[config.mk]
export PLATFORM = sky130hd
export DESIGN_NAME = rdad_decoder
export DESIGN_NICKNAME = d
export VERILOG_FILES = /design/src/rdad_pkg.sv /design/src/rdad_decoder.sv /design/src/rdad_win_table.sv
export SDC_FILE = /design/constraint.sdc
export NUM_CORES = 2
export LEC_CHECK = 0
export ABC_CLOCK_PERIOD_IN_PS = 6500
export BUFFER_PORTS_ARGS = -buffer_cell sky130_fd_sc_hd__buf_2
export CELL_PAD_IN_SITES_DETAIL_PLACEMENT = 1
export CELL_PAD_IN_SITES_GLOBAL_PLACEMENT = 2
export CORE_MARGIN = 4
export CORE_UTILIZATION = 25
export CTS_BUF_LIST = sky130_fd_sc_hd__clkbuf_8 sky130_fd_sc_hd__clkbuf_16
export CTS_CLUSTER_DIAMETER = 50
export DETAILED_ROUTE_END_ITERATION = 10
export GPL_TIMING_DRIVEN = 0
export PLACE_DENSITY_LB_ADDON = 0.25
export SLEW_MARGIN = 10
export SYNTH_ARGS = -nofsm -noshare
export SYNTH_HDL_FRONTEND = slang
export SYNTH_SLANG_ARGS = --single-unit
[constraint.sdc]
create_clock -name core_clk -period 6.5 [get_ports core_clk]
set_clock_uncertainty 0.2 [all_clocks]
set_input_delay 0.975 -clock core_clk [delete_from_list [all_inputs] [get_ports core_clk]]
set_output_delay 0.975 -clock core_clk [all_outputs]
set_load 0.005 [all_outputs]
[src/rdad_pkg.sv]
// Package for the reset default address decoder.
// Assumes a 32-bit processor address and a single core clock domain.
package rdad_pkg;

  // ==========================================================
  // Default processor map windows
  localparam logic [31:0] PCIIO_BASE  = 32'h8000_0000;
  localparam logic [31:0] PCIIO_LAST  = 32'h8001_FFFF;
  localparam logic [31:0] MCREG_BASE  = 32'hFEF8_0000;
  localparam logic [31:0] MCREG_LAST  = 32'hFEF8_FFFF;
  localparam logic [31:0] BRREG_BASE  = 32'hFEFF_0000;
  localparam logic [31:0] BRREG_LAST  = 32'hFEFF_FFFF;
  localparam logic [31:0] BOOT_BASE   = 32'hFFF0_0000;
  localparam logic [31:0] BOOT_LAST   = 32'hFFFF_FFFF;
  localparam int          BOOT_OFS_W  = 20;

  // ==========================================================
  // Programmable decoder windows
  localparam int          NUM_WIN     = 4;
  localparam int          WIN_IDX_W   = 2;
  localparam logic [31:0] WIN_RST_VAL = 32'h0000_0000;

  // ==========================================================
  // Target select encoding, one-hot
  localparam int         TGT_W     = 4;
  localparam logic [3:0] TGT_NONE  = 4'h0;
  localparam logic [3:0] TGT_PCIIO = 4'h1;
  localparam logic [3:0] TGT_MCREG = 4'h2;
  localparam logic [3:0] TGT_BRREG = 4'h4;
  localparam logic [3:0] TGT_BOOT  = 4'h8;

endpackage : rdad_pkg

[src/rdad_decoder.sv]
// Processor address decoder with reset default map, plus the
// programmable PCI-side and VME-inbound window decoders and VME-outbound offset translation.
// Assumes address strobes and programming ports come from core_clk logic.
//
// Behaviour
// - Default map applies after reset until software reprograms it.
// - Listed gap ranges of the default map select no target.
// - 0x80000000-0x8001FFFF goes to PCI/ISA I/O space.
// - 0xFEF80000-0xFEF8FFFF goes to memory-controller registers.
// - 0xFEFF0000-0xFEFFFFFF goes to bridge registers.
// - Swap clear: top 1 MB maps to first 1 MB of bank A.
// - Swap set: top 1 MB maps to bank B instead.
// - Reset switches all PCI map decoders off.
// - VME inbound decoder is programmable, no fixed mapping.
// - Outbound translation lets processor reach any VME address.
`timescale 1ns/1ns
module rdad_decoder (
  // Clock and reset
  input  wire logic        core_clk,
  input  wire logic        nrst,
  // Processor address cycle
  input  wire logic        cpuValid,
  input  wire logic [31:0] cpuAddr,
  // Boot bank steering
  input  wire logic        boot_bank_swap,
  // Processor map reprogramming
  input  wire logic        mapProgram,
  input  wire logic        mapLoad,
  input  wire logic [3:0]  mapTarget,
  input  wire logic [31:0] mapBase,
  input  wire logic [31:0] mapMask,
  // PCI-side decoder programming and lookup
  input  wire logic        pciWrEn,
  input  wire logic [1:0]  pciWrIdx,
  input  wire logic [31:0] pciWrBase,
  input  wire logic [31:0] pciWrMask,
  input  wire logic [31:0] pciWrOffset,
  input  wire logic        pciWrEnable,
  input  wire logic        pciValid,
  input  wire logic [31:0] pciAddr,
  // VME inbound decoder programming and lookup
  input  wire logic        vmeInWrEn,
  input  wire logic [1:0]  vmeInWrIdx,
  input  wire logic [31:0] vmeInWrBase,
  input  wire logic [31:0] vmeInWrMask,
  input  wire logic [31:0] vmeInWrOffset,
  input  wire logic        vmeInWrEnable,
  input  wire logic        vmeInValid,
  input  wire logic [31:0] vmeInAddr,
  // VME outbound translation
  input  wire logic        vmeOutWrEn,
  input  wire logic [31:0] vmeOutWrOffset,
  input  wire logic        vmeOutValid,
  input  wire logic [31:0] vmeOutAddr,
  // Processor decode results
  output logic [3:0]       tgtSel,
  output logic             bootBankB,
  output logic [31:0]      tgtOffset,
  output logic             cpuUnmapped,
  output logic             mapDefault,
  // PCI decode results
  output logic [3:0]       pciHit,
  output logic [31:0]      pciLocalAddr,
  // VME inbound decode results
  output logic [3:0]       vmeInHit,
  output logic [31:0]      vmeInLocalAddr,
  // VME outbound result
  output logic             vmeOutValidQ,
  output logic [31:0]      vmeOutBusAddr
);

  // ==========================================================
  // Helpers
  function automatic logic inRange(input logic [31:0] a,
                                   input logic [31:0] lo,
                                   input logic [31:0] hi);
    inRange = (a >= lo) && (a <= hi);
  endfunction : inRange

  function automatic logic [3:0] winHits(input logic [31:0]  a,
                                         input logic [127:0] b,
                                         input logic [127:0] m,
                                         input logic [3:0]   en);
    winHits = 4'h0;
    for (int i = 0; i < rdad_pkg::NUM_WIN; i++) begin
      winHits[i] = en[i] && ((a & m[32*i +: 32]) == b[32*i +: 32]);
    end
  endfunction : winHits

  function automatic logic [31:0] winXlate(input logic [31:0]  a,
                                           input logic [3:0]   h,
                                           input logic [127:0] o);
    winXlate = 32'h0000_0000;
    // Lowest window wins when windows overlap
    for (int i = rdad_pkg::NUM_WIN - 1; i >= 0; i--) begin
      if (h[i]) winXlate = a + o[32*i +: 32];
    end
  endfunction : winXlate

  // ==========================================================
  // Processor map mode
  logic        progMode;
  logic [3:0]  progTarget;
  logic [31:0] progBase;
  logic [31:0] progMask;
  logic        next_progMode;
  logic [3:0]  next_progTarget;
  logic [31:0] next_progBase;
  logic [31:0] next_progMask;

  always_comb begin
    next_progMode   = progMode;
    next_progTarget = progTarget;
    next_progBase   = progBase;
    next_progMask   = progMask;
    if (mapLoad) begin
      next_progTarget = mapTarget;
      next_progBase   = mapBase;
      next_progMask   = mapMask;
    end
    if (mapProgram) next_progMode = 1'b1;
  end

  always_ff @(posedge core_clk or negedge nrst) begin
    if (!nrst) begin
      progMode   <= 1'b0;
      progTarget <= rdad_pkg::TGT_NONE;
      progBase   <= rdad_pkg::WIN_RST_VAL;
      progMask   <= rdad_pkg::WIN_RST_VAL;
    end else begin
      progMode   <= next_progMode;
      progTarget <= next_progTarget;
      progBase   <= next_progBase;
      progMask   <= next_progMask;
    end
  end

  // ==========================================================
  // Processor decode
  logic [3:0]  next_tgtSel;
  logic        next_bootBankB;
  logic [31:0] next_tgtOffset;
  logic        next_cpuUnmapped;

  always_comb begin
    next_tgtSel      = rdad_pkg::TGT_NONE;
    next_bootBankB   = 1'b0;
    next_tgtOffset   = 32'h0000_0000;
    next_cpuUnmapped = 1'b0;
    if (cpuValid) begin
      if (progMode) begin
        if ((cpuAddr & progMask) == progBase) begin
          next_tgtSel    = progTarget;
          next_tgtOffset = cpuAddr & ~progMask;
        end
      end else if (inRange(cpuAddr, rdad_pkg::PCIIO_BASE,
                           rdad_pkg::PCIIO_LAST)) begin
        next_tgtSel    = rdad_pkg::TGT_PCIIO;
        next_tgtOffset = cpuAddr - rdad_pkg::PCIIO_BASE;
      end else if (inRange(cpuAddr, rdad_pkg::MCREG_BASE,
                           rdad_pkg::MCREG_LAST)) begin
        next_tgtSel    = rdad_pkg::TGT_MCREG;
        next_tgtOffset = cpuAddr - rdad_pkg::MCREG_BASE;
      end else if (inRange(cpuAddr, rdad_pkg::BRREG_BASE,
                           rdad_pkg::BRREG_LAST)) begin
        next_tgtSel    = rdad_pkg::TGT_BRREG;
        next_tgtOffset = cpuAddr - rdad_pkg::BRREG_BASE;
      end else if (inRange(cpuAddr, rdad_pkg::BOOT_BASE,
                           rdad_pkg::BOOT_LAST)) begin
        next_tgtSel    = rdad_pkg::TGT_BOOT;
        next_bootBankB = boot_bank_swap;
        next_tgtOffset = {12'h000, cpuAddr[rdad_pkg::BOOT_OFS_W-1:0]};
      end
    end
    if (cpuValid && (next_tgtSel == rdad_pkg::TGT_NONE)) begin
      next_cpuUnmapped = 1'b1;
    end
  end

  always_ff @(posedge core_clk or negedge nrst) begin
    if (!nrst) begin
      tgtSel      <= rdad_pkg::TGT_NONE;
      bootBankB   <= 1'b0;
      tgtOffset   <= 32'h0000_0000;
      cpuUnmapped <= 1'b0;
      mapDefault  <= 1'b1;
    end else begin
      tgtSel      <= next_tgtSel;
      bootBankB   <= next_bootBankB;
      tgtOffset   <= next_tgtOffset;
      cpuUnmapped <= next_cpuUnmapped;
      mapDefault  <= ~next_progMode;
    end
  end

  // ==========================================================
  // PCI and VME inbound window tables
  logic [127:0] pciB, pciM, pciO;
  logic [3:0]   pciE;
  logic [127:0] vinB, vinM, vinO;
  logic [3:0]   vinE;

  // Table resets with all windows off
  rdad_win_table uPciWin (
    .core_clk (core_clk),
    .nrst     (nrst),
    .wrEn     (pciWrEn),
    .wrIdx    (pciWrIdx),
    .wrBase   (pciWrBase),
    .wrMask   (pciWrMask),
    .wrOffset (pciWrOffset),
    .wrEnable (pciWrEnable),
    .rdBase   (pciB),
    .rdMask   (pciM),
    .rdOffset (pciO),
    .rdEnable (pciE)
  );

  rdad_win_table uVmeWin (
    .core_clk (core_clk),
    .nrst     (nrst),
    .wrEn     (vmeInWrEn),
    .wrIdx    (vmeInWrIdx),
    .wrBase   (vmeInWrBase),
    .wrMask   (vmeInWrMask),
    .wrOffset (vmeInWrOffset),
    .wrEnable (vmeInWrEnable),
    .rdBase   (vinB),
    .rdMask   (vinM),
    .rdOffset (vinO),
    .rdEnable (vinE)
  );

  // ==========================================================
  // Lookups and outbound translation
  logic [3:0]  next_pciHit, next_vmeInHit;
  logic [31:0] next_pciLocal, next_vmeInLocal, vmeOutOfs, next_vmeOutOfs;
  logic [31:0] next_vmeOutBus;

  always_comb begin
    next_pciHit     = pciValid ? winHits(pciAddr, pciB, pciM, pciE) : 4'h0;
    next_pciLocal   = winXlate(pciAddr, next_pciHit, pciO);
    next_vmeInHit   = vmeInValid ?
                      winHits(vmeInAddr, vinB, vinM, vinE) : 4'h0;
    next_vmeInLocal = winXlate(vmeInAddr, next_vmeInHit, vinO);
    next_vmeOutOfs  = vmeOutWrEn ? vmeOutWrOffset : vmeOutOfs;
    // Full 32-bit wrapping offset reaches any VME address
    next_vmeOutBus  = vmeOutValid ? vmeOutAddr + vmeOutOfs : vmeOutBusAddr;
  end

  always_ff @(posedge core_clk or negedge nrst) begin
    if (!nrst) begin
      pciHit         <= 4'h0;
      pciLocalAddr   <= 32'h0000_0000;
      vmeInHit       <= 4'h0;
      vmeInLocalAddr <= 32'h0000_0000;
      vmeOutOfs      <= 32'h0000_0000;
      vmeOutValidQ   <= 1'b0;
      vmeOutBusAddr  <= 32'h0000_0000;
    end else begin
      pciHit         <= next_pciHit;
      pciLocalAddr   <= next_pciLocal;
      vmeInHit       <= next_vmeInHit;
      vmeInLocalAddr <= next_vmeInLocal;
      vmeOutOfs      <= next_vmeOutOfs;
      vmeOutValidQ   <= vmeOutValid;
      vmeOutBusAddr  <= next_vmeOutBus;
    end
  end

endmodule : rdad_decoder

[src/rdad_win_table.sv]
// Small table of programmable address windows (base, mask, offset).
// Assumes writes come from logic on core_clk; read data is registered.
`timescale 1ns/1ns
module rdad_win_table (
  // Clock and reset
  input  wire logic        core_clk,
  input  wire logic        nrst,
  // Write port
  input  wire logic        wrEn,
  input  wire logic [1:0]  wrIdx,
  input  wire logic [31:0] wrBase,
  input  wire logic [31:0] wrMask,
  input  wire logic [31:0] wrOffset,
  input  wire logic        wrEnable,
  // Registered read port, all windows at once
  output logic [127:0]     rdBase,
  output logic [127:0]     rdMask,
  output logic [127:0]     rdOffset,
  output logic [3:0]       rdEnable
);

  // ==========================================================
  // Storage
  logic [31:0] base   [rdad_pkg::NUM_WIN];
  logic [31:0] mask   [rdad_pkg::NUM_WIN];
  logic [31:0] offset [rdad_pkg::NUM_WIN];
  logic [3:0]  enable;

  genvar g;
  generate
    for (g = 0; g < rdad_pkg::NUM_WIN; g++) begin : gWin
      logic [31:0] next_base;
      logic [31:0] next_mask;
      logic [31:0] next_offset;
      logic        next_enable;
      always_comb begin
        next_base   = base[g];
        next_mask   = mask[g];
        next_offset = offset[g];
        next_enable = enable[g];
        if (wrEn && (wrIdx == 2'(g))) begin
          next_base   = wrBase;
          next_mask   = wrMask;
          next_offset = wrOffset;
          next_enable = wrEnable;
        end
      end
      // Reset clears every window so nothing decodes until programmed
      always_ff @(posedge core_clk or negedge nrst) begin
        if (!nrst) begin
          base[g]   <= rdad_pkg::WIN_RST_VAL;
          mask[g]   <= rdad_pkg::WIN_RST_VAL;
          offset[g] <= rdad_pkg::WIN_RST_VAL;
          enable[g] <= 1'b0;
        end else begin
          base[g]   <= next_base;
          mask[g]   <= next_mask;
          offset[g] <= next_offset;
          enable[g] <= next_enable;
        end
      end
      always_ff @(posedge core_clk or negedge nrst) begin
        if (!nrst) begin
          rdBase[32*g +: 32]   <= rdad_pkg::WIN_RST_VAL;
          rdMask[32*g +: 32]   <= rdad_pkg::WIN_RST_VAL;
          rdOffset[32*g +: 32] <= rdad_pkg::WIN_RST_VAL;
          rdEnable[g]          <= 1'b0;
        end else begin
          rdBase[32*g +: 32]   <= base[g];
          rdMask[32*g +: 32]   <= mask[g];
          rdOffset[32*g +: 32] <= offset[g];
          rdEnable[g]          <= enable[g];
        end
      end
    end
  endgenerate

endmodule : rdad_win_table

==> results.md <==
- RSZ-0062 raised after global routing: false
- Root Buffer: clkbuf_16
- Dpl hpwl: about 200000 µm
- Number of synthesized flops with an enable pin: 0
- Count of final hold-check violations: 0
- Post-synth top flop: dfrtp_1
- Number of max-cap violations: 0
- Layout cells sized above 1: 0.289
- Number of instances in the placed design: roughly 10k
- Top cell type by total area after synthesis: dfrtp_1
- Routability cong.: about 0.85
- #FFs+latches synth: between 1.5k and 2k
- Cell Int Power: between 0.02 and 0.03 W
- Via density: between 4 and 5
- Post-synthesis cell type count: 84
- # clock sinks: 1797
- Tmin final: about 6.4 ns
- Area Overhead vs Synth: 23.1%
- Sequential area share after synthesis: 0.591
- I/O pin cnt: 582
- Synth warnings: 0
- GRT Total Usage: 0.165
- Setup CP Type: primary input to register
- Post-synth net total: around 6.6k
- WL final: between 200000 and 300000 µm
- # port buffers: between 500 and 600
- Setup violators final: 0
- H-tree depth: 5
- Switching Share: 0.287
- Cells along the critical path: buf_2, nand2_1, xnor2_1, nor4_1, nand4_1, nor4_1, nand4_1, inv_1, clkbuf_1, buf_2, a221oi_1, a211oi_1
- Crit path to: vmeInLocalAddr[21]$_DFF_PN0_
- Non-filler instance count after layout: 10.9k
- Comb pwr share: 0.180
- Post-CTS resize count: 0
- Initial DRC count: 2736
- Reg power frac: 0.399
- CP endpoint kind: register
- NetSw: between 0.01 and 0.015 W
- Setup WS pre-CTS: -0.758 ns
- DRT Pass-1 Iters: 5
- DIE AREA: between 300000 and 400000 µm²
- Pins over their slew limit: 0
- Worst ir drop on vdd: around 190 µV
- Tightest Hold Check Type: register to register
- Fin Hold WS: roughly 0.14 ns
- Leak: around 42 nW
- Fin worst setup slack: around 0.10 ns
- Post-route ant nets: 0
- Dpl cell area: between 80000 and 90000 µm²
- Final #Nets: around 7.5k
- Design area: ~94000 µm²
- Via count: ~50k
- Tot Pwr: 0.0352 W
- Slew HR: 0.139
- Status: finished clean
- Max incr delay on CP: around 0.87 ns
- Die height: roughly 560 µm
- Mapped Avg Cell Area: around 13 µm²
- Post-route clock period utilization: 0.984
- Async SR Flop Fraction: 1.00
- R2R Path Start: uVmeWin.rdMask[93]$_DFF_PN0_
- Reg2Reg Capture Point: vmeInLocalAddr[21]$_DFF_PN0_
- Largest net degree at the start of global routing: ~160
- DR WL/cell: ~24 µm
- Yosys top cell area share: 0.590
- Crit. Startpoint: vmeInAddr[29]
- Worst-path maximum fanout: 10
- Number of remaining DRC errors: 0
- First-pass GRT wire length: 385000 µm
- Initial Utilization: 0.251
- R2R cell count: 11
- Clk buf depth: 4
- Critical Path RT: approximately 7.0 ns
- Synth Instances: a little under 6k
- Part of the power in the clock network: 0.421
- Worst-Skew Late Latency: 0.88 ns
- CP max-delay cell: nand4_1
- Gr ovfl total: 0
- Max Freq: 0.156 GHz
- Row count: roughly 200
- TritonCTS buffer count: roughly 270
- Area contributors post-synth: dfrtp_1 59%, mux2_2 13%, ha_1 4.7%, xnor2_1 3.8%, nand2_1 2.3%
- Worst R2R Setup Slack: ~0.23 ns
- Reg clk slew, reported paths: around 0.05 ns
- Filler instances: approximately 33k
- Core ar.: ~300000 µm²
- Slew @ Worst Pin: between 1 and 1.5 ns
- Type of origin of the critical path: primary input
- Worst EP arrival: just under 7 ns
- Vias in the first global route: 54.4k
- Initial antenna violation count: 91
- P per Cell Area: 375 nW/µm²
- Chip Width: 560 µm
- Worst min-delay path startpoint: uPciWin.offset[36]$_DFFE_PN0P_
- Synthesized area: about 76000 µm²
- CTS tree: yes
[power by group through the flow]
| stage | clock network, W | logic (W) | registers (W) |
|---|---|---|---|
| finish | 0.0148 | 0.00633 | 0.0140 |
| global route | 0.0158 | 0.00700 | 0.0142 |
| CTS | 0.0153 | 0.00642 | 0.0140 |
| detailed placement | 0 | 0.00638 | 0.0142 |
| global placement | 0 | 0.00626 | 0.0142 |
| floorplan | 0 | 0.00419 | 0.0139 |
[synthesized netlist by cell type (34+ instances only)]
cell type	count
dfrtp_1	1796
nand2b_1	34
a21o_1	111
mux2_2	905
ha_1	284
nor2_1	189
nor3_1	48
o21ai_0	190
nand3_1	75
xor2_1	195
a31oi_1	36
nor4_1	65
a21oi_1	281
o21a_1	48
inv_1	86
and3_1	43
xnor2_1	334
nand4_1	67
clkbuf_1	153
nand2_1	464
[how the worst min path moves through the flow]
stage                                           end  slack, ns  cells after the start
floorplan             uPciWin.rdBase[100]$_DFF_PN0_       0.15                      0
global placement    uPciWin.rdOffset[105]$_DFF_PN0_       0.15                      0
detailed placement    uPciWin.rdBase[121]$_DFF_PN0_       0.15                      0
CTS                       progTarget[0]$_DFFE_PN0P_       0.05                      3
global route                progMask[6]$_DFFE_PN0P_       0.11                      2
finish               uPciWin.rdOffset[68]$_DFF_PN0_       0.14                      0
[critical path, delay by kind of cell]
| kind | cells | cell delay (ns) |
|---|---|---|
| buf+inv | 4 | 1.76 |
| simple gates | 5 | 2.70 |
| xor+xnor | 1 | 0.33 |
| compound gates | 2 | 1.03 |
[state kept, by name (all words and copies together), names as in the netlist, 32 cells and up]
signal	count
pciLocalAddr	32
progBase	32
progMask	32
tgtOffset	32
uPciWin.base	128
uPciWin.mask	128
uPciWin.offset	128
uPciWin.rdBase	128
uPciWin.rdMask	128
uPciWin.rdOffset	128
uVmeWin.base	128
uVmeWin.mask	128
uVmeWin.offset	128
uVmeWin.rdBase	128
uVmeWin.rdMask	128
uVmeWin.rdOffset	128
vmeInLocalAddr	32
vmeOutBusAddr	32
vmeOutOfs	32
[routing by layer]
metal  vias up  global-route usage  part of all wire
met1     26000               0.226              0.47
met3       408              0.0332             0.046
met4        38              0.0435             0.026
met2      1049               0.266              0.46
li1      22700                   -                 -
met5         -                   0           0.00086
[per-stage QoR]
step | TNS, ns | utilization
2_1_floorplan | 0 | -
3_3_place_gp | - | 0.277
3_5_place_dp | -6.50 | 0.278
4_1_cts | 0 | 0.309
5_1_grt | 0 | 0.309
6_report | 0 | 0.309
[cells by family after synthesis]
kind of cell / after synthesis / share of synthesized area
DFF: 1797 / 0.591
AOI/OAI and AO/OA: 952 / 0.0813
and+or+nand+nor: 1098 / 0.0680
muxes: 934 / 0.138
buffers and inverters: 252 / 0.0125
adders and majority gates: 293 / 0.0490
xor gates and xnor gates: 529 / 0.0609
[repair_timing]
| item | 4_1_cts | 5_1_grt |
|---|---|---|
| hold endpoints to repair | 123 | 0 |
| buffers inserted | 0 | 0 |
| setup endpoints to repair | 0 | 0 |
| hold buffers | 2 | 0 |
[final cells by class]
| type | instances | area (µm²) | area share |
|---|---|---|---|
| antenna | 32 | 80.1 | 0.000854 |
| clock buffer | 313 | 7450 | 0.0795 |
| timing repair buffer | 593 | 3280 | 0.0350 |
| sequential | 1797 | 45000 | 0.480 |
| inverter | 89 | 334 | 0.00356 |
| multi-input combinational | 3806 | 30200 | 0.323 |
| clock inverter | 169 | 1780 | 0.0190 |
| tap | 3978 | 4980 | 0.0531 |
| buffer | 163 | 619 | 0.00661 |
[cell usage in the layout, fill, tap and decap left out, types with 34 or more instances in the layout]
cell and instances:
nand2b_1 34, a21oi_1 281, nor3_1 47, nand3_1 75, buf_2 579, nand4_1 67
nor2_1 189, xnor2_1 334, xor2_1 195, mux2_2 905, inv_1 113, clkinv_2 34
clkbuf_16 279, dfrtp_1 1796, nand2_1 464, a21o_1 111, and3_1 43, o21ai_0 190
o21a_1 48, clkbuf_8 34, nor4_1 65, a31oi_1 36, ha_1 284, clkbuf_1 150
Power figures use the tool's default switching activity.
